**src/rtl/zcb_pkg.sv**
```systemverilog
// Package with the encodings, field positions and constants of the zero-compare branch unit.
package zcb_pkg;

    // ************************************************************
    // Instruction field positions.
    // ************************************************************
    localparam int ZCB_OPC_MSB = 31; // Top bit of the primary opcode.
    localparam int ZCB_OPC_LSB = 26; // Bottom bit of the primary opcode.
    localparam int ZCB_TESTED_MSB = 25; // Top bit of the tested register field.
    localparam int ZCB_TESTED_LSB = 21; // Bottom bit of the tested register field.
    localparam int ZCB_RT_MSB = 20; // Top bit of the second register or subcode field.
    localparam int ZCB_RT_LSB = 16; // Bottom bit of the second register or subcode field.
    localparam int ZCB_OFS_MSB = 15; // Top bit of the offset field.
    localparam int ZCB_OFS_LSB = 0; // Bottom bit of the offset field.
    localparam int ZCB_SIGN_BIT = 31; // Sign bit of a general register.

    // ************************************************************
    // Primary opcodes and subcodes.
    // ************************************************************
    localparam logic [5:0] ZCB_OPC_REG_IMMEDIATE = 6'h01; // The register_immediate_opcode.
    localparam logic [5:0] ZCB_OPC_GT_ZERO = 6'h07; // Opcode of branch_gt_zero.
    localparam logic [5:0] ZCB_OPC_LE_ZERO = 6'h06; // Opcode of branch_le_zero.
    localparam logic [5:0] ZCB_OPC_GT_ZERO_LIKELY = 6'h17; // Opcode of branch_gt_zero_likely.
    localparam logic [5:0] ZCB_OPC_LE_ZERO_LIKELY = 6'h16; // Opcode of branch_le_zero_likely.
    localparam logic [4:0] ZCB_RT_ZERO = 5'h00; // Required second field of the opcode forms.
    localparam logic [4:0] ZCB_SUB_LT_ZERO = 5'h00; // Subcode of branch_lt_zero.
    localparam logic [4:0] ZCB_SUB_GE_ZERO = 5'h01; // Subcode of branch_ge_zero.
    localparam logic [4:0] ZCB_SUB_GE_ZERO_LIKELY = 5'h03; // Subcode of branch_ge_zero_likely.
    localparam logic [4:0] ZCB_SUB_LT_ZERO_LINK = 5'h10; // Subcode of branch_lt_zero_link.

    // ************************************************************
    // Link and address constants.
    // ************************************************************
    localparam logic [4:0] ZCB_LINK_REG = 5'h1F; // General register that receives the link.
    localparam logic [31:0] ZCB_SLOT_STEP = 32'h0000_0004; // Branch to delay slot distance.
    localparam logic [31:0] ZCB_LINK_STEP = 32'h0000_0008; // Branch to return point distance.
    localparam int ZCB_WORD_SHIFT = 2; // Offset is scaled to words.

    // ************************************************************
    // Condition kinds, one-hot.
    // ************************************************************
    typedef enum logic [3:0] {
        ZCB_COND_GE = 4'h1,
        ZCB_COND_GT = 4'h2,
        ZCB_COND_LE = 4'h4,
        ZCB_COND_LT = 4'h8
    } zcb_cond_e;

    // Sequencer states, one-hot.
    typedef enum logic [1:0] {
        ZCB_ST_IDLE = 2'h1,
        ZCB_ST_WAIT_SLOT = 2'h2
    } zcb_state_e;

endpackage

```
**src/rtl/zcb_dec_if.sv**
```systemverilog
// Interface carrying decode results from the decoder to the branch sequencer.
`timescale 1ns/100ps
interface zcb_dec_if;
    import zcb_pkg::*;
    logic hit; // Instruction is one of the zero-compare branches.
    logic likely; // Likely form, slot nullified when not taken.
    logic link; // Linking form, writes the return link.
    logic cond_true; // Branch condition holds for the tested value.
    logic [31:0] offset_ext; // Sign-extended, word-scaled offset.

    modport dec (output hit, output likely, output link, output cond_true, output offset_ext);
    modport core (input hit, input likely, input link, input cond_true, input offset_ext);
endinterface

```
**src/rtl/zcb_decoder.sv**
```systemverilog
// Combinational decoder and condition evaluator for zero-compare branches.
`timescale 1ns/100ps
module zcb_decoder
    import zcb_pkg::*;
(
    input wire logic [31:0] instr,
    input wire logic [31:0] tested_value,
    zcb_dec_if.dec dec
);

    // ************************************************************
    // Condition evaluation.
    // ************************************************************

    // Evaluates one condition kind against the tested register value.
    function automatic logic zcb_eval(input zcb_cond_e kind, input logic [31:0] value);
        logic sign;
        logic zero;
        sign = value[ZCB_SIGN_BIT];
        zero = (value == 32'h0000_0000);
        case (kind)
            ZCB_COND_GE: zcb_eval = !sign;
            ZCB_COND_GT: zcb_eval = !sign && !zero;
            ZCB_COND_LE: zcb_eval = sign || zero;
            ZCB_COND_LT: zcb_eval = sign;
            default: zcb_eval = 1'b0;
        endcase
    endfunction

    logic [5:0] opc; // Primary opcode field.
    logic [4:0] sub; // Second register or subcode field.
    zcb_cond_e kind; // Selected condition kind.

    // ************************************************************
    // Field split and opcode decode.
    // ************************************************************

    // Splits the word and classifies it; unknown words give no hit.
    always_comb begin
        opc = instr[ZCB_OPC_MSB:ZCB_OPC_LSB];
        sub = instr[ZCB_RT_MSB:ZCB_RT_LSB];
        dec.hit = 1'b0;
        dec.likely = 1'b0;
        dec.link = 1'b0;
        kind = ZCB_COND_GE;
        // Offset is scaled to words and sign-extended from 18 bits.
        dec.offset_ext = {{14{instr[ZCB_OFS_MSB]}}, instr[ZCB_OFS_MSB:ZCB_OFS_LSB],
                          {ZCB_WORD_SHIFT{1'b0}}};
        case (opc)
            ZCB_OPC_REG_IMMEDIATE: begin
                // Subcode selects the register-immediate variant.
                case (sub)
                    ZCB_SUB_LT_ZERO: begin
                        dec.hit = 1'b1;
                        kind = ZCB_COND_LT;
                    end
                    ZCB_SUB_GE_ZERO: begin
                        dec.hit = 1'b1;
                        kind = ZCB_COND_GE;
                    end
                    ZCB_SUB_GE_ZERO_LIKELY: begin
                        dec.hit = 1'b1;
                        dec.likely = 1'b1;
                        kind = ZCB_COND_GE;
                    end
                    ZCB_SUB_LT_ZERO_LINK: begin
                        dec.hit = 1'b1;
                        dec.link = 1'b1;
                        kind = ZCB_COND_LT;
                    end
                    default: begin
                        dec.hit = 1'b0;
                    end
                endcase
            end
            ZCB_OPC_GT_ZERO: begin
                dec.hit = (sub == ZCB_RT_ZERO);
                kind = ZCB_COND_GT;
            end
            ZCB_OPC_LE_ZERO: begin
                dec.hit = (sub == ZCB_RT_ZERO);
                kind = ZCB_COND_LE;
            end
            ZCB_OPC_GT_ZERO_LIKELY: begin
                dec.hit = (sub == ZCB_RT_ZERO);
                dec.likely = 1'b1;
                kind = ZCB_COND_GT;
            end
            ZCB_OPC_LE_ZERO_LIKELY: begin
                dec.hit = (sub == ZCB_RT_ZERO);
                dec.likely = 1'b1;
                kind = ZCB_COND_LE;
            end
            default: begin
                dec.hit = 1'b0;
            end
        endcase
        dec.cond_true = zcb_eval(kind, tested_value);
    end

endmodule // zcb_decoder

```
**src/rtl/zcb_unit.sv**
```systemverilog
// Zero-compare branch unit: resolves, links and sequences delay slot and redirect.
//
// Contract
// - Target is delay-slot address plus scaled offset.
// - Greater-or-equal likely taken when sign clear.
// - Likely not taken nullifies slot; taken redirects after.
// - Non-likely always runs slot; taken redirects after.
// - Greater-than taken when sign clear, nonzero.
// - Greater-than likely: opcode 010111, field zero.
// - Less-or-equal taken when sign set or zero.
// - Less-or-equal likely: opcode 010110, field zero.
// - Less-than and linking form taken when sign set.
// - Linking less-than: opcode 000001, subcode 10000.
// - Linking form writes branch address plus eight.
`timescale 1ns/100ps
module zcb_unit
    import zcb_pkg::*;
(
    input wire logic core_clk,
    input wire logic reset_n,
    input wire logic issue_valid,
    input wire logic [31:0] issue_instr,
    input wire logic [31:0] issue_pc,
    input wire logic [31:0] tested_value,
    input wire logic slot_done,
    input wire logic slot_fault,
    output logic resolve_valid,
    output logic resolve_taken,
    output logic resolve_likely,
    output logic nullify_slot,
    output logic link_we,
    output logic [4:0] link_index,
    output logic [31:0] link_addr,
    output logic redirect_valid,
    output logic [31:0] redirect_target
);

    // ************************************************************
    // Decoder.
    // ************************************************************

    zcb_dec_if dec_bus(); // Decode results from the leaf decoder.

    // Classifies the issued word and evaluates its condition.
    zcb_decoder u_decoder (
        .instr(issue_instr),
        .tested_value(tested_value),
        .dec(dec_bus.dec)
    );

    // ************************************************************
    // Sequencer state.
    // ************************************************************

    zcb_state_e state; // Waiting for the delay slot or idle.
    zcb_state_e next_state; // Next sequencer state.
    logic accept; // A branch is taken into the unit this cycle.
    logic next_resolve_valid;
    logic next_resolve_taken;
    logic next_resolve_likely;
    logic next_nullify_slot;
    logic next_link_we;
    logic [4:0] next_link_index;
    logic [31:0] next_link_addr;
    logic next_redirect_valid;
    logic [31:0] next_redirect_target;

    // Computes the next resolution, link and redirect values.
    always_comb begin
        // A second branch while waiting on a slot is a software fault; ignore it.
        accept = issue_valid && dec_bus.hit && (state == ZCB_ST_IDLE);
        next_state = state;
        next_resolve_valid = accept;
        next_resolve_taken = accept && dec_bus.cond_true;
        next_resolve_likely = accept && dec_bus.likely;
        next_link_we = accept && dec_bus.link;
        next_link_index = ZCB_LINK_REG;
        next_link_addr = link_addr;
        next_nullify_slot = 1'b0;
        next_redirect_valid = 1'b0;
        next_redirect_target = redirect_target;
        if (accept) begin
            // Target counts from the delay slot, not the branch.
            next_redirect_target = issue_pc + ZCB_SLOT_STEP + dec_bus.offset_ext;
            if (dec_bus.link) begin
                next_link_addr = issue_pc + ZCB_LINK_STEP;
            end
        end
        case (state)
            ZCB_ST_IDLE: begin
                if (accept && dec_bus.cond_true) begin
                    // Slot always runs before the redirect.
                    next_state = ZCB_ST_WAIT_SLOT;
                end else if (accept && dec_bus.likely) begin
                    next_nullify_slot = 1'b1;
                end
            end
            ZCB_ST_WAIT_SLOT: begin
                if (slot_fault) begin
                    // The branch is re-executed by the handler, so drop the redirect.
                    next_state = ZCB_ST_IDLE;
                end else if (slot_done) begin
                    next_redirect_valid = 1'b1;
                    next_state = ZCB_ST_IDLE;
                end
            end
            default: begin
                next_state = ZCB_ST_IDLE;
            end
        endcase
    end

    // Registers the sequencer and every output.
    always_ff @(posedge core_clk) begin
        if (!reset_n) begin
            state <= ZCB_ST_IDLE;
            resolve_valid <= 1'b0;
            resolve_taken <= 1'b0;
            resolve_likely <= 1'b0;
            nullify_slot <= 1'b0;
            link_we <= 1'b0;
            link_index <= ZCB_LINK_REG;
            link_addr <= 32'h0000_0000;
            redirect_valid <= 1'b0;
            redirect_target <= 32'h0000_0000;
        end else begin
            state <= next_state;
            resolve_valid <= next_resolve_valid;
            resolve_taken <= next_resolve_taken;
            resolve_likely <= next_resolve_likely;
            nullify_slot <= next_nullify_slot;
            link_we <= next_link_we;
            link_index <= next_link_index;
            link_addr <= next_link_addr;
            redirect_valid <= next_redirect_valid;
            redirect_target <= next_redirect_target;
        end
    end

    // ************************************************************
    // Assertions.
    // ************************************************************

    logic idle_issue; // Helper: an issue that the unit may take.
    logic [5:0] h_opc; // Helper: issued opcode.
    logic [4:0] h_sub; // Helper: issued subcode.
    assign idle_issue = issue_valid && (state == ZCB_ST_IDLE);
    assign h_opc = issue_instr[31:26];
    assign h_sub = issue_instr[20:16];

    property p_target;
        @(posedge core_clk) disable iff (!reset_n)
        resolve_valid |-> redirect_target == $past(issue_pc) + 32'h0000_0004
            + {{14{$past(issue_instr[15])}}, $past(issue_instr[15:0]), 2'b00};
    endproperty
    a_target: assert property (p_target) else $error("wrong branch target");

    property p_ge_likely;
        @(posedge core_clk) disable iff (!reset_n)
        idle_issue && h_opc == 6'h01 && h_sub == 5'h03
            |=> resolve_valid && resolve_likely && resolve_taken == !$past(tested_value[31]);
    endproperty
    a_ge_likely: assert property (p_ge_likely) else $error("ge likely wrong");

    property p_likely_null;
        @(posedge core_clk) disable iff (!reset_n)
        resolve_valid |-> nullify_slot == (resolve_likely && !resolve_taken);
    endproperty
    a_likely_null: assert property (p_likely_null) else $error("slot nullify wrong");

    property p_redirect;
        @(posedge core_clk) disable iff (!reset_n)
        state == ZCB_ST_WAIT_SLOT && slot_done && !slot_fault |=> redirect_valid;
    endproperty
    a_redirect: assert property (p_redirect) else $error("no redirect after slot");

    property p_gt;
        @(posedge core_clk) disable iff (!reset_n)
        idle_issue && (h_opc == 6'h07 || h_opc == 6'h17) && h_sub == 5'h00
            |=> resolve_taken == ($past(tested_value[31]) == 1'b0 && $past(tested_value) != 32'h0);
    endproperty
    a_gt: assert property (p_gt) else $error("gt condition wrong");

    property p_dec_gtzl;
        @(posedge core_clk) disable iff (!reset_n)
        idle_issue && h_opc == 6'h17 |=> resolve_valid == ($past(h_sub) == 5'h00);
    endproperty
    a_dec_gtzl: assert property (p_dec_gtzl) else $error("gt likely decode wrong");

    property p_le;
        @(posedge core_clk) disable iff (!reset_n)
        idle_issue && (h_opc == 6'h06 || h_opc == 6'h16) && h_sub == 5'h00
            |=> resolve_taken == ($past(tested_value[31]) || $past(tested_value) == 32'h0);
    endproperty
    a_le: assert property (p_le) else $error("le condition wrong");

    property p_dec_lezl;
        @(posedge core_clk) disable iff (!reset_n)
        idle_issue && h_opc == 6'h16
            |=> resolve_valid == ($past(h_sub) == 5'h00) && resolve_likely == resolve_valid;
    endproperty
    a_dec_lezl: assert property (p_dec_lezl) else $error("le likely decode wrong");

    property p_lt;
        @(posedge core_clk) disable iff (!reset_n)
        idle_issue && h_opc == 6'h01 && (h_sub == 5'h00 || h_sub == 5'h10)
            |=> resolve_taken == $past(tested_value[31]);
    endproperty
    a_lt: assert property (p_lt) else $error("lt condition wrong");

    property p_dec_link;
        @(posedge core_clk) disable iff (!reset_n)
        idle_issue && h_opc == 6'h01 && h_sub == 5'h10 |=> resolve_valid && link_we;
    endproperty
    a_dec_link: assert property (p_dec_link) else $error("link decode wrong");

    property p_link;
        @(posedge core_clk) disable iff (!reset_n)
        link_we |-> link_index == 5'h1F && link_addr == $past(issue_pc) + 32'h0000_0008;
    endproperty
    a_link: assert property (p_link) else $error("link value wrong");

    property p_fault;
        @(posedge core_clk) disable iff (!reset_n)
        state == ZCB_ST_WAIT_SLOT && slot_fault |=> !redirect_valid && state == ZCB_ST_IDLE;
    endproperty
    a_fault: assert property (p_fault) else $error("redirect after slot fault");

    c_taken_redirect: cover property (@(posedge core_clk) disable iff (!reset_n)
        resolve_valid && resolve_taken ##[1:5] redirect_valid);
    c_nullify: cover property (@(posedge core_clk) disable iff (!reset_n) nullify_slot);
    c_link: cover property (@(posedge core_clk) disable iff (!reset_n) link_we && resolve_taken);
    c_fault: cover property (@(posedge core_clk) disable iff (!reset_n)
        state == ZCB_ST_WAIT_SLOT && slot_fault);

endmodule // zcb_unit

```
**config.mk**
```make
export PLATFORM = sky130hd
export DESIGN_NAME = zcb_unit
export DESIGN_NICKNAME = d
export VERILOG_FILES = /design/src/rtl/zcb_pkg.sv /design/src/rtl/zcb_dec_if.sv /design/src/rtl/zcb_decoder.sv /design/src/rtl/zcb_unit.sv
export SDC_FILE = /design/constraint.sdc
export NUM_CORES = 1
export LEC_CHECK = 0
export BUFFER_PORTS_ARGS = -buffer_cell sky130_fd_sc_hd__buf_2
export CORE_ASPECT_RATIO = 0.8
export CORE_MARGIN = 8
export CORE_UTILIZATION = 47
export DETAILED_ROUTE_END_ITERATION = 10
export MAX_ROUTING_LAYER = met4
export PLACE_DENSITY = 0.86
export RECOVER_POWER = 100
export SLEW_MARGIN = 20
export SYNTH_ARGS = -nofsm -noshare
export SYNTH_HDL_FRONTEND = slang
export SYNTH_HIERARCHICAL = 1
export SYNTH_SLANG_ARGS = --single-unit
```
**constraint.sdc**
```tcl
create_clock -name core_clk -period 2.75 [get_ports core_clk]
set_input_delay 0.4125 -clock core_clk [delete_from_list [all_inputs] [get_ports core_clk]]
set_output_delay 0.4125 -clock core_clk [all_outputs]
set_load 0.05 [all_outputs]
```
==> flow_metrics.env, run 1 <==
export IMPL_timing_hold_ws_ps=300
export IMPL_clkPwrFrac_pct=37.3
export IMPL_power_internal_mw=2.19
export IMPL_switchingPower_mw=0.985
export IMPL_gr_usage_met1_pct=26.6
export IMPL_place_hpwl_mm=13.2
export IMPL_fmaxAchievable_mhz=378
export IMPL_grt_max_degree=55
export IMPL_vias_per_cell=5.45
export IMPL_insertedDiodeCount=0
export IMPL_synth_seq_area_share_pct=26.4
export IMPL_start_util_pct=47.8
export IMPL_worstSkewPairLatency_ps=330
export IMPL_power_density_mw_per_mm2=454
export IMPL_fillers=1003
export IMPL_first_global_vias=5492
export IMPL_globalRoute_totalOverflow=0
export IMPL_synth_enable_flop_cells=0
export IMPL_timing_critical_path_fanout_max=5
export IMPL_boundaryPins=176
export IMPL_cp_startpoint="issue_pc[8]"
export IMPL_global_route_usage_met3_pct=6.21
export IMPL_cellLeakagePower_nw=3.18
export IMPL_route_detailed_wl_per_inst_um=16.3
export IMPL_area_delta_synth_final_pct=28.1
export IMPL_ff_to_ff_end="redirect_target[24]"
export IMPL_utilization_pct=61.3
export IMPL_finalHoldViolations=0
export IMPL_count_of_tritonroute_iterations_in_the_first_routing_pass=5
export IMPL_cts_made_buffers=9
export IMPL_synth_main_ff_cell="sky130_fd_sc_hd__dfxtp_1"
export IMPL_min_delay_start="slot_done"
export IMPL_global_route_wire_length_before_repair_mm=26.3
export IMPL_worst_ep_required_time_ps=3010
export IMPL_global_route_peak_usage_layer="met2"
export IMPL_arrival_ps=2910
export IMPL_finalSetupTns_ps=0
export IMPL_hold_path_class="input port to flip-flop"
export IMPL_h_tree_levels=3
export IMPL_finalWeightedCongestion=0.920
export IMPL_final_setup_skew_ps=2.77
export IMPL_drt_drc_violations_left=0
export IMPL_iteration_0_drc_count_of_the_detailed_router=363
export IMPL_placedInstanceArea_mm2=0.00680
export IMPL_num_nets_final=1044
export IMPL_timing_max_transition_violations_final=0
export IMPL_cts_root_to_sink_buffers=2
export IMPL_globalRouteMet2Util_pct=33.7
export IMPL_finalCritPeriodShare_pct=96.1
export IMPL_drt_total_wl_mm=16.8
export IMPL_port_buffer_count=165
export IMPL_vdd_ir_drop_max_uv=301
export IMPL_final_cell_area_mm2=0.00700
export IMPL_initial_antenna_violation_count=0
export IMPL_dieArea_mm2=0.0154
export IMPL_post_layout_total_power_mw=3.18
export IMPL_synth_lib_cells_used_distinct=60
export IMPL_run_status="finished, final reports clean"
export IMPL_post_route_cells_drive_above_1_share_pct=23.6
export IMPL_die_width_um=137
export IMPL_number_of_cells_traversed_by_the_worst_register_to_register_path=5
export IMPL_worst_slew_margin_rel_pct=54.0
export IMPL_worst_pin_slew_ps=693
export IMPL_die_height_um=112
export IMPL_synthCells=682
export IMPL_switching_share_pct=31.0
export IMPL_track_usage_pct=21.4
export IMPL_synth_warnings=6
export IMPL_detail_route_antenna_nets=0
export IMPL_cts_root_buf="sky130_fd_sc_hd__clkbuf_16"
export IMPL_power_frac_seq_pct=32.9
export IMPL_worstSetupPathType="input port to flip-flop"
export IMPL_timing_max_cap_violations=0
export IMPL_number_of_stages_on_the_worst_hold_path=3
export IMPL_routed_via_count=5633
export IMPL_worst_r2r_setup_slack_ps=1100
export IMPL_worstSetupEndpointType="flip-flop"
export IMPL_rows=35
export IMPL_setup_viol_count_final=0
export IMPL_tritoncts="yes"
export IMPL_cell_area_after_synthesis_mm2=0.00547
export IMPL_layout_min_cycle_time_ps=2640
export IMPL_combPwrFrac_pct=29.8
export IMPL_post_synthesis_sequential_element_count=72
export IMPL_async_reset_ff_share_pct=0
export IMPL_worst_setup_path_start_kind="input port"
export IMPL_tritoncts_num_sinks=72
export IMPL_clk_transition_reported_paths_ps=60
export IMPL_r2r_start="state[0]"
export IMPL_core_area_mm2=0.0114
export IMPL_worstHoldEndpoint="redirect_valid"
export IMPL_synthesis_area_per_instance_um2=8.02
per-layer routing:
layer  wire length [µm]  vias to the layer above
li1                   -                     2834
met1               7330                     2546
met2               7490                      233
met3               1800                       20
met4                176                        0
met5                  0                        -
Yosys cell counts, types with 3 or more instances:
cell type,instances,area [µm²]
sky130_fd_sc_hd__nand3_1,30,150
sky130_fd_sc_hd__nor2_1,39,146
sky130_fd_sc_hd__a211o_1,3,26.3
sky130_fd_sc_hd__nor3_1,9,45.0
sky130_fd_sc_hd__xnor2_1,20,175
sky130_fd_sc_hd__and4_1,3,26.3
sky130_fd_sc_hd__o211a_1,12,120
sky130_fd_sc_hd__and2_1,4,25.0
sky130_fd_sc_hd__nor2b_1,3,18.8
sky130_fd_sc_hd__o31ai_1,3,22.5
sky130_fd_sc_hd__o221ai_1,3,26.3
sky130_fd_sc_hd__inv_1,13,48.8
sky130_fd_sc_hd__nor4_1,9,56.3
sky130_fd_sc_hd__xor2_1,26,228
sky130_fd_sc_hd__dfxtp_1,72,1440
sky130_fd_sc_hd__a21boi_0,4,30.0
sky130_fd_sc_hd__buf_4,37,278
sky130_fd_sc_hd__o211ai_1,4,30.0
sky130_fd_sc_hd__and3_1,16,100
sky130_fd_sc_hd__o21a_1,6,45.0
sky130_fd_sc_hd__a211oi_1,13,97.6
sky130_fd_sc_hd__mux2i_1,3,30.0
sky130_fd_sc_hd__o21ai_0,35,175
sky130_fd_sc_hd__nand4_1,19,119
sky130_fd_sc_hd__a21oi_1,51,255
sky130_fd_sc_hd__clkbuf_1,32,120
sky130_fd_sc_hd__a21o_1,12,90.1
sky130_fd_sc_hd__ha_1,62,776
sky130_fd_sc_hd__or3_1,4,25.0
sky130_fd_sc_hd__o21bai_1,4,30.0
sky130_fd_sc_hd__a31oi_1,6,37.5
sky130_fd_sc_hd__nand2_1,88,330
power groups by stage:
stage	clock [mW]	sequential [mW]	combinational [mW]
finish	1.19	1.04	0.947
floorplan	0	1.07	0.558
CTS	1.20	1.04	0.930
global route	1.26	1.04	1.04
detailed placement	0	1.07	0.915
global placement	0	1.07	0.900
stage by stage:
stage / setup slack [ps] / instances
CTS: 133 / 1033
floorplan: 4.26 / 687
finish: 108 / 1033
detailed placement: -213 / 1017
global route: -20.0 / 1033
global placement: -166 / 1017
area by class of cell:
cell class                 count  area, µm²  area share, %
clock inverter                 6       68.8          0.982
tap                          148        185           2.64
multi-input combinational    531       3640           52.0
clock buffer                  10        229           3.27
timing repair buffer         253       1390           19.8
sequential                    72       1440           20.6
inverter                      13       48.8          0.697
cells by family (layout without fill, tap and decap cells):
group | count (synthesis) | count (layout) | synth area share (%)
AO/OA/AOI/OAI | 172 | 172 | 21.0
XOR/XNOR | 46 | 46 | 7.37
adder cells (fa/ha/maj) | 63 | 63 | 14.6
buffers and inverters | 84 | 282 | 8.31
flip-flops | 72 | 72 | 26.4
multiplexers | 3 | 3 | 0.549
other | 2 | 7 | 0.137
AND/OR/NAND/NOR | 240 | 240 | 21.7
sequential cells by signal, summed over array words and instances (netlist names):
signal,flops
nullify_slot,1
resolve_taken,1
resolve_likely,1
state,2
link_addr,32
redirect_target,32
redirect_valid,1
link_we,1
resolve_valid,1
worst max path at each step:
stage                          end  cells past startpoint
6_report       redirect_target[29]                     10
5_1_grt        redirect_target[30]                     11
4_1_cts              link_addr[15]                     10
3_5_place_dp         link_addr[15]                     10
3_3_place_gp   redirect_target[29]                     10
2_1_floorplan  redirect_target[29]                     10
critical path, cell delays in order:
cell and delay, ps:
sky130_fd_sc_hd__clkbuf_1 120, sky130_fd_sc_hd__ha_1 300, sky130_fd_sc_hd__ha_1 360, sky130_fd_sc_hd__a211o_1 310, sky130_fd_sc_hd__a21oi_1 150, sky130_fd_sc_hd__o21ai_0 120
sky130_fd_sc_hd__a211o_1 370, sky130_fd_sc_hd__a221o_1 370, sky130_fd_sc_hd__and4_2 260, sky130_fd_sc_hd__nor3_2 140
placed cells by master, fill, tap and decap left out, types with 4 or more instances in the layout:
| cell type | netlist | routed |
|---|---|---|
| sky130_fd_sc_hd__clkbuf_16 | 0 | 9 |
| sky130_fd_sc_hd__a21oi_1 | 51 | 50 |
| sky130_fd_sc_hd__xnor2_1 | 20 | 20 |
| sky130_fd_sc_hd__nand2_1 | 88 | 88 |
| sky130_fd_sc_hd__a21boi_0 | 4 | 4 |
| sky130_fd_sc_hd__conb_1 | 2 | 7 |
| sky130_fd_sc_hd__o21bai_1 | 4 | 4 |
| sky130_fd_sc_hd__o21a_1 | 6 | 6 |
| sky130_fd_sc_hd__dfxtp_1 | 72 | 72 |
| sky130_fd_sc_hd__o211a_1 | 12 | 12 |
| sky130_fd_sc_hd__clkbuf_1 | 32 | 79 |
| sky130_fd_sc_hd__nor3_1 | 9 | 9 |
| sky130_fd_sc_hd__nor4_1 | 9 | 9 |
| sky130_fd_sc_hd__nand3_1 | 30 | 30 |
| sky130_fd_sc_hd__inv_1 | 13 | 13 |
| sky130_fd_sc_hd__o31ai_1 | 3 | 4 |
| sky130_fd_sc_hd__nand4_1 | 19 | 19 |
| sky130_fd_sc_hd__o21ai_0 | 35 | 35 |
| sky130_fd_sc_hd__buf_2 | 0 | 92 |
| sky130_fd_sc_hd__ha_1 | 62 | 60 |
| sky130_fd_sc_hd__xor2_1 | 26 | 26 |
| sky130_fd_sc_hd__a31oi_1 | 6 | 6 |
| sky130_fd_sc_hd__o211ai_1 | 4 | 4 |
| sky130_fd_sc_hd__nor2_1 | 39 | 39 |
| sky130_fd_sc_hd__or3_1 | 4 | 4 |
| sky130_fd_sc_hd__a21o_1 | 12 | 12 |
| sky130_fd_sc_hd__a211oi_1 | 13 | 12 |
| sky130_fd_sc_hd__buf_4 | 37 | 81 |
| sky130_fd_sc_hd__and3_1 | 16 | 15 |
timing repair:
action / 4_1_cts / 5_1_grt
hold buffers: 0 / 0
endpoints found under the setup margin: 0 / 3
buffers inserted: 0 / 0
gates resized for setup: 0 / 5
Power figures use the tool's default switching activity.
==> inputs of run 2 (changes only) <==
Settings changed: CAP_MARGIN from default to 20, CORE_UTILIZATION 47 to 45, PLACE_DENSITY 0.86 to 0.83.
==> flow_metrics.env, run 2 (synthesis gave the netlist of run 1 again) <==
export IMPL_run_status="finished, final reports clean"
export IMPL_tritoncts="yes"
export IMPL_vias_per_cell=5.36
export IMPL_finalCritPeriodShare_pct=94.9
export IMPL_cts_repair_timing_setup_buffer_count=0
export IMPL_dieArea_mm2=0.0160
export IMPL_r2r_start="state[0]"
export IMPL_place_hpwl_mm=13.3
export IMPL_die_height_um=115
export IMPL_initial_antenna_violation_count=0
export IMPL_boundaryPins=176
export IMPL_cts_hold_repair_buffers=0
export IMPL_worst_ep_required_time_ps=3030
export IMPL_finalHoldViolations=0
export IMPL_endpoint="redirect_target[29]"
export IMPL_layout_min_cycle_time_ps=2610
export IMPL_reg_largest_list="link_addr x32, redirect_target x32, state x2"
export IMPL_global_route_wire_length_before_repair_mm=26.7
export IMPL_utilization_pct=58.3
export IMPL_count_of_tritonroute_iterations_in_the_first_routing_pass=4
export IMPL_power_density_mw_per_mm2=458
export IMPL_track_usage_pct=21.0
export IMPL_globalRoute_totalOverflow=0
export IMPL_num_nets_final=1047
export IMPL_timing_max_cap_violations=0
export IMPL_rows=36
export IMPL_cellLeakagePower_nw=3.20
export IMPL_arrival_ps=2890
export IMPL_first_global_vias=5501
export IMPL_drt_drc_violations_left=0
export IMPL_iteration_0_drc_count_of_the_detailed_router=261
export IMPL_cts_root_to_sink_buffers=2
export IMPL_worstSetupEndpointType="flip-flop"
export IMPL_cts_root_buf="sky130_fd_sc_hd__clkbuf_16"
export IMPL_commonest_non_fill_non_tap_cell_in_the_layout="sky130_fd_sc_hd__buf_2"
export IMPL_grt_max_degree=48
export IMPL_cts_made_buffers=9
export IMPL_die_width_um=139
export IMPL_h_tree_levels=3
export IMPL_worstSkewPairLatency_ps=350
export IMPL_min_delay_start="slot_done"
export IMPL_tritoncts_num_sinks=72
export IMPL_worstSetupPathType="input port to flip-flop"
export IMPL_post_layout_total_power_mw=3.21
export IMPL_port_buffer_count=165
export IMPL_setup_viol_count_final=0
export IMPL_ff_to_ff_end="redirect_target[17]"
export IMPL_core_area_mm2=0.0120
export IMPL_cp_startpoint="issue_pc[5]"
export IMPL_routed_via_count=5571
export IMPL_worst_setup_path_start_kind="input port"
export IMPL_worst_slew_margin_rel_pct=54.9
export IMPL_worst_r2r_setup_slack_ps=1050
export IMPL_setup_repair_after_global_routing_missed_its_margin="no"
export IMPL_timing_max_transition_violations_final=0
export IMPL_detail_route_antenna_nets=0
export IMPL_start_util_pct=45.5
export IMPL_post_route_cells_drive_above_1_share_pct=24.0
export IMPL_worst_pin_slew_ps=680
export IMPL_route_detailed_wl_per_inst_um=15.7
export IMPL_final_setup_skew_ps=5.64
export IMPL_clk_transition_reported_paths_ps=60
export IMPL_number_of_cells_traversed_by_the_worst_register_to_register_path=6
export IMPL_finalWeightedCongestion=0.940
export IMPL_drt_total_wl_mm=16.4
export IMPL_vdd_ir_drop_max_uv=362
export IMPL_timing_critical_path_fanout_max=4
export IMPL_insertedDiodeCount=0
export IMPL_fmaxAchievable_mhz=383
export IMPL_area_delta_synth_final_pct=28.2
export IMPL_layout_cells_most_common_list="93 x sky130_fd_sc_hd__buf_2, 88 x sky130_fd_sc_hd__nand2_1, 83 x sky130_fd_sc_hd__buf_4"
export IMPL_hold_path_class="input port to flip-flop"
run 2: cell types whose count changed in the layout (fill, tap and decap cells not counted), sizes merged:
cell / delta
inv: -1
bufinv: +1
clkinv: -1
clkbuf: -1
clkinvlp: +1
buf: +3
run 2: worst min path at each step:
stage | to | slack [ps] | cells past startpoint
floorplan | redirect_valid | 430 | 2
finish | redirect_valid | 290 | 3
global placement | redirect_target[14] | 440 | 2
global route | redirect_valid | 290 | 3
CTS | redirect_valid | 290 | 3
detailed placement | redirect_target[0] | 450 | 2
run 2: layout make-up:
cell class,instances,area [µm²]
inverter,13,48.8
fill,1131,5020
sequential,72,1440
clock buffer,9,225
clock inverter,6,85.1
timing repair buffer,256,1420
multi-input combinational,531,3600
tap,152,190
run 2: per-layer routing:
metal  part of all wire [%]  track usage (%)  up-vias
li1                       -                -     2844
met1                     47             26.0     2556
met2                     44             32.1      157
met3                    8.3             7.79       14
met4                    1.1             4.38        0
met5                      0                -        -
run 2: stage by stage:
stage	cell area, µm²	hold slack (ps)	TNS [ps]	setup WS [ps]	cells
3_5_place_dp	6820	445	-2610	-191	1024
3_3_place_gp	6820	437	-1880	-167	1024
6_report	7010	293	0	140	1039
2_1_floorplan	5520	431	0	4.26	687
4_1_cts	7130	286	0	157	1039
5_1_grt	7010	286	0	22.3	1039
run 2: repair_timing:
item / in CTS / in global routing
endpoints found under the hold margin: 0 / 0
endpoints found under the setup margin: 0 / 1
gates resized for setup: 0 / 1
run 2: power breakdown:
group          switching (mW)  leakage [nW]  internal (mW)  total (mW)
Combinational           0.490          2.48          0.438       0.928
Sequential           0.000510         0.580           1.04        1.04
Clock                   0.454         0.147          0.785        1.24
run 2: worst max-delay path, cell delays in order:
cell and delay (ps):
sky130_fd_sc_hd__buf_2 110, sky130_fd_sc_hd__ha_1 290, sky130_fd_sc_hd__ha_1 350, sky130_fd_sc_hd__a21o_1 230, sky130_fd_sc_hd__a221oi_2 320, sky130_fd_sc_hd__nor4b_1 100, sky130_fd_sc_hd__a211o_1 320, sky130_fd_sc_hd__a221o_1 390
sky130_fd_sc_hd__and4_4 230, sky130_fd_sc_hd__nor3_2 130
==> inputs of run 3 (changes only) <==
Settings changed: RECOVER_POWER 100 to 25.
==> flow_metrics.env, run 3 (synthesis gave the netlist of run 1 again) <==
export IMPL_run_status="finished, final reports clean"
export IMPL_track_usage_pct=21.0
export IMPL_layout_cells_most_common_list="131 x sky130_fd_sc_hd__buf_2, 90 x sky130_fd_sc_hd__buf_4, 88 x sky130_fd_sc_hd__nand2_1"
export IMPL_core_area_mm2=0.0120
export IMPL_worstSetupPathType="input port to flip-flop"
export IMPL_reg_largest_list="link_addr x32, redirect_target x32, state x2"
export IMPL_cts_root_buf="sky130_fd_sc_hd__clkbuf_16"
export IMPL_iteration_0_drc_count_of_the_detailed_router=268
export IMPL_vdd_ir_drop_max_uv=361
export IMPL_global_route_wire_length_before_repair_mm=26.7
export IMPL_critical_path_buf_inv_count=1
export IMPL_worst_slew_margin_rel_pct=57.5
export IMPL_gr_usage_met1_pct=26.0
export IMPL_start_util_pct=45.5
export IMPL_arrival_ps=2870
export IMPL_timing_max_cap_violations=0
export IMPL_vias_per_cell=5.33
export IMPL_timing_hold_ws_ps=295
export IMPL_global_route_usage_met3_pct=7.79
export IMPL_drt_total_wl_mm=16.3
export IMPL_worstSkewPairLatency_ps=350
export IMPL_slowest_stage="sky130_fd_sc_hd__a221o_1"
export IMPL_cts_made_buffers=9
export IMPL_critPathMaxStageDelay_ps=390
export IMPL_worst_r2r_setup_slack_ps=1060
export IMPL_fmaxAchievable_mhz=386
export IMPL_finalSetupTns_ps=0
export IMPL_timing_critical_path_fanout_max=4
export IMPL_globalRoute_totalOverflow=0
export IMPL_setup_repair_after_global_routing_missed_its_margin="no"
export IMPL_drt_drc_violations_left=0
export IMPL_cts_hold_repair_buffers=0
export IMPL_h_tree_levels=3
export IMPL_worst_pin_slew_ps=641
export IMPL_globalRouteMet2Util_pct=32.1
export IMPL_finalHoldViolations=0
export IMPL_layout_min_cycle_time_ps=2590
export IMPL_worstSetupEndpointType="flip-flop"
export IMPL_die_height_um=115
export IMPL_grt_max_degree=48
export IMPL_routed_via_count=5533
export IMPL_tritoncts_num_sinks=72
export IMPL_finalWeightedCongestion=0.940
export IMPL_power_density_mw_per_mm2=454
export IMPL_worst_ep_required_time_ps=3030
export IMPL_cellLeakagePower_nw=3.38
export IMPL_num_nets_final=1047
export IMPL_fillers=1101
export IMPL_tritoncts="yes"
export IMPL_area_delta_synth_final_pct=29.8
export IMPL_place_hpwl_mm=13.3
export IMPL_post_layout_total_power_mw=3.22
export IMPL_initial_antenna_violation_count=0
export IMPL_global_route_peak_usage_layer="met2"
export IMPL_die_width_um=139
export IMPL_cts_repair_timing_setup_buffer_count=0
export IMPL_dieArea_mm2=0.0160
export IMPL_finalCritPeriodShare_pct=94.2
export IMPL_utilization_pct=59.0
export IMPL_hold_path_class="input port to flip-flop"
export IMPL_boundaryPins=176
export IMPL_timing_critical_path_max_delay_family="compound AO/OA/AOI/OAI gates"
export IMPL_count_of_tritonroute_iterations_in_the_first_routing_pass=5
export IMPL_first_global_vias=5501
export IMPL_final_setup_skew_ps=6.11
export IMPL_clk_transition_reported_paths_ps=60
export IMPL_worst_setup_path_start_kind="input port"
export IMPL_commonest_non_fill_non_tap_cell_in_the_layout="sky130_fd_sc_hd__buf_2"
export IMPL_route_detailed_wl_per_inst_um=15.7
export IMPL_setup_viol_count_final=0
export IMPL_worstPathCellList="buf_2, ha_1, ha_1, a211o_1, a21oi_1, o21ai_0, a211o_1, a221o_1, and4_4, nor3_2"
export IMPL_port_buffer_count=165
export IMPL_timing_max_transition_violations_final=0
export IMPL_post_route_cells_drive_above_1_share_pct=28.6
export IMPL_detail_route_antenna_nets=0
export IMPL_rows=36
export IMPL_insertedDiodeCount=0
export IMPL_cts_root_to_sink_buffers=2
[run 3: cell types whose count changed in the layout (fill, tap and decap cells not counted), moves of 2 or more]
cell                       change
sky130_fd_sc_hd__buf_4         +7
sky130_fd_sc_hd__clkbuf_1     -40
sky130_fd_sc_hd__buf_2        +38
sky130_fd_sc_hd__clkbuf_2      -3
sky130_fd_sc_hd__clkbuf_4      -2
[run 3: report_power, final]
part / internal (mW) / switching, mW
Combinational: 0.445 / 0.495
Sequential: 1.04 / 0.000491
Clock: 0.785 / 0.453
Total: 2.27 / 0.948
[run 3: final timing paths]
path / startpoint / endpoint / cells past startpoint
max: issue_pc[8] / redirect_target[29] / 10
min: slot_done / redirect_valid / 3
max reg2reg: state[0] / link_addr[21] / 6
min reg2reg: redirect_target[0] / redirect_target[0] / 2
[run 3: worst min-delay path: stages]
cell	delay (ps)
sky130_fd_sc_hd__buf_2	100
sky130_fd_sc_hd__nand2_1	50
sky130_fd_sc_hd__nor2_1	30
[run 3: repair_timing]
action	4_1_cts	5_1_grt
endpoints found under the setup margin	0	1
hold endpoints to repair	0	0
resized for setup	0	1
[run 3: area by class of cell]
class	instances	area [µm²]	area share [%]
Clock inverter	6	85.1	1.20
Tap cell	152	190	2.68
Timing Repair Buffer	256	1480	20.8
Clock buffer	9	225	3.17
Multi-Input combinational cell	531	3630	51.1
Inverter	13	48.8	0.688
Sequential cell	72	1440	20.3
[run 3: through the flow]
step | instance area, µm² | instances | setup slack [ps]
2_1_floorplan | 5520 | 687 | 4.26
5_1_grt | 7100 | 1039 | 26.7
3_3_place_gp | 6820 | 1024 | -167
6_report | 7100 | 1039 | 159
4_1_cts | 7130 | 1039 | 157
3_5_place_dp | 6820 | 1024 | -191
[run 3: metal layers]
| metal | vias up | part of all wire (%) | wire [µm] |
|---|---|---|---|
| met5 | - | 0 | 0 |
| met4 | 0 | 1.1 | 179 |
| met3 | 15 | 8.5 | 1390 |
| met2 | 147 | 43 | 7090 |
| met1 | 2527 | 47 | 7680 |
| li1 | 2844 | - | - |
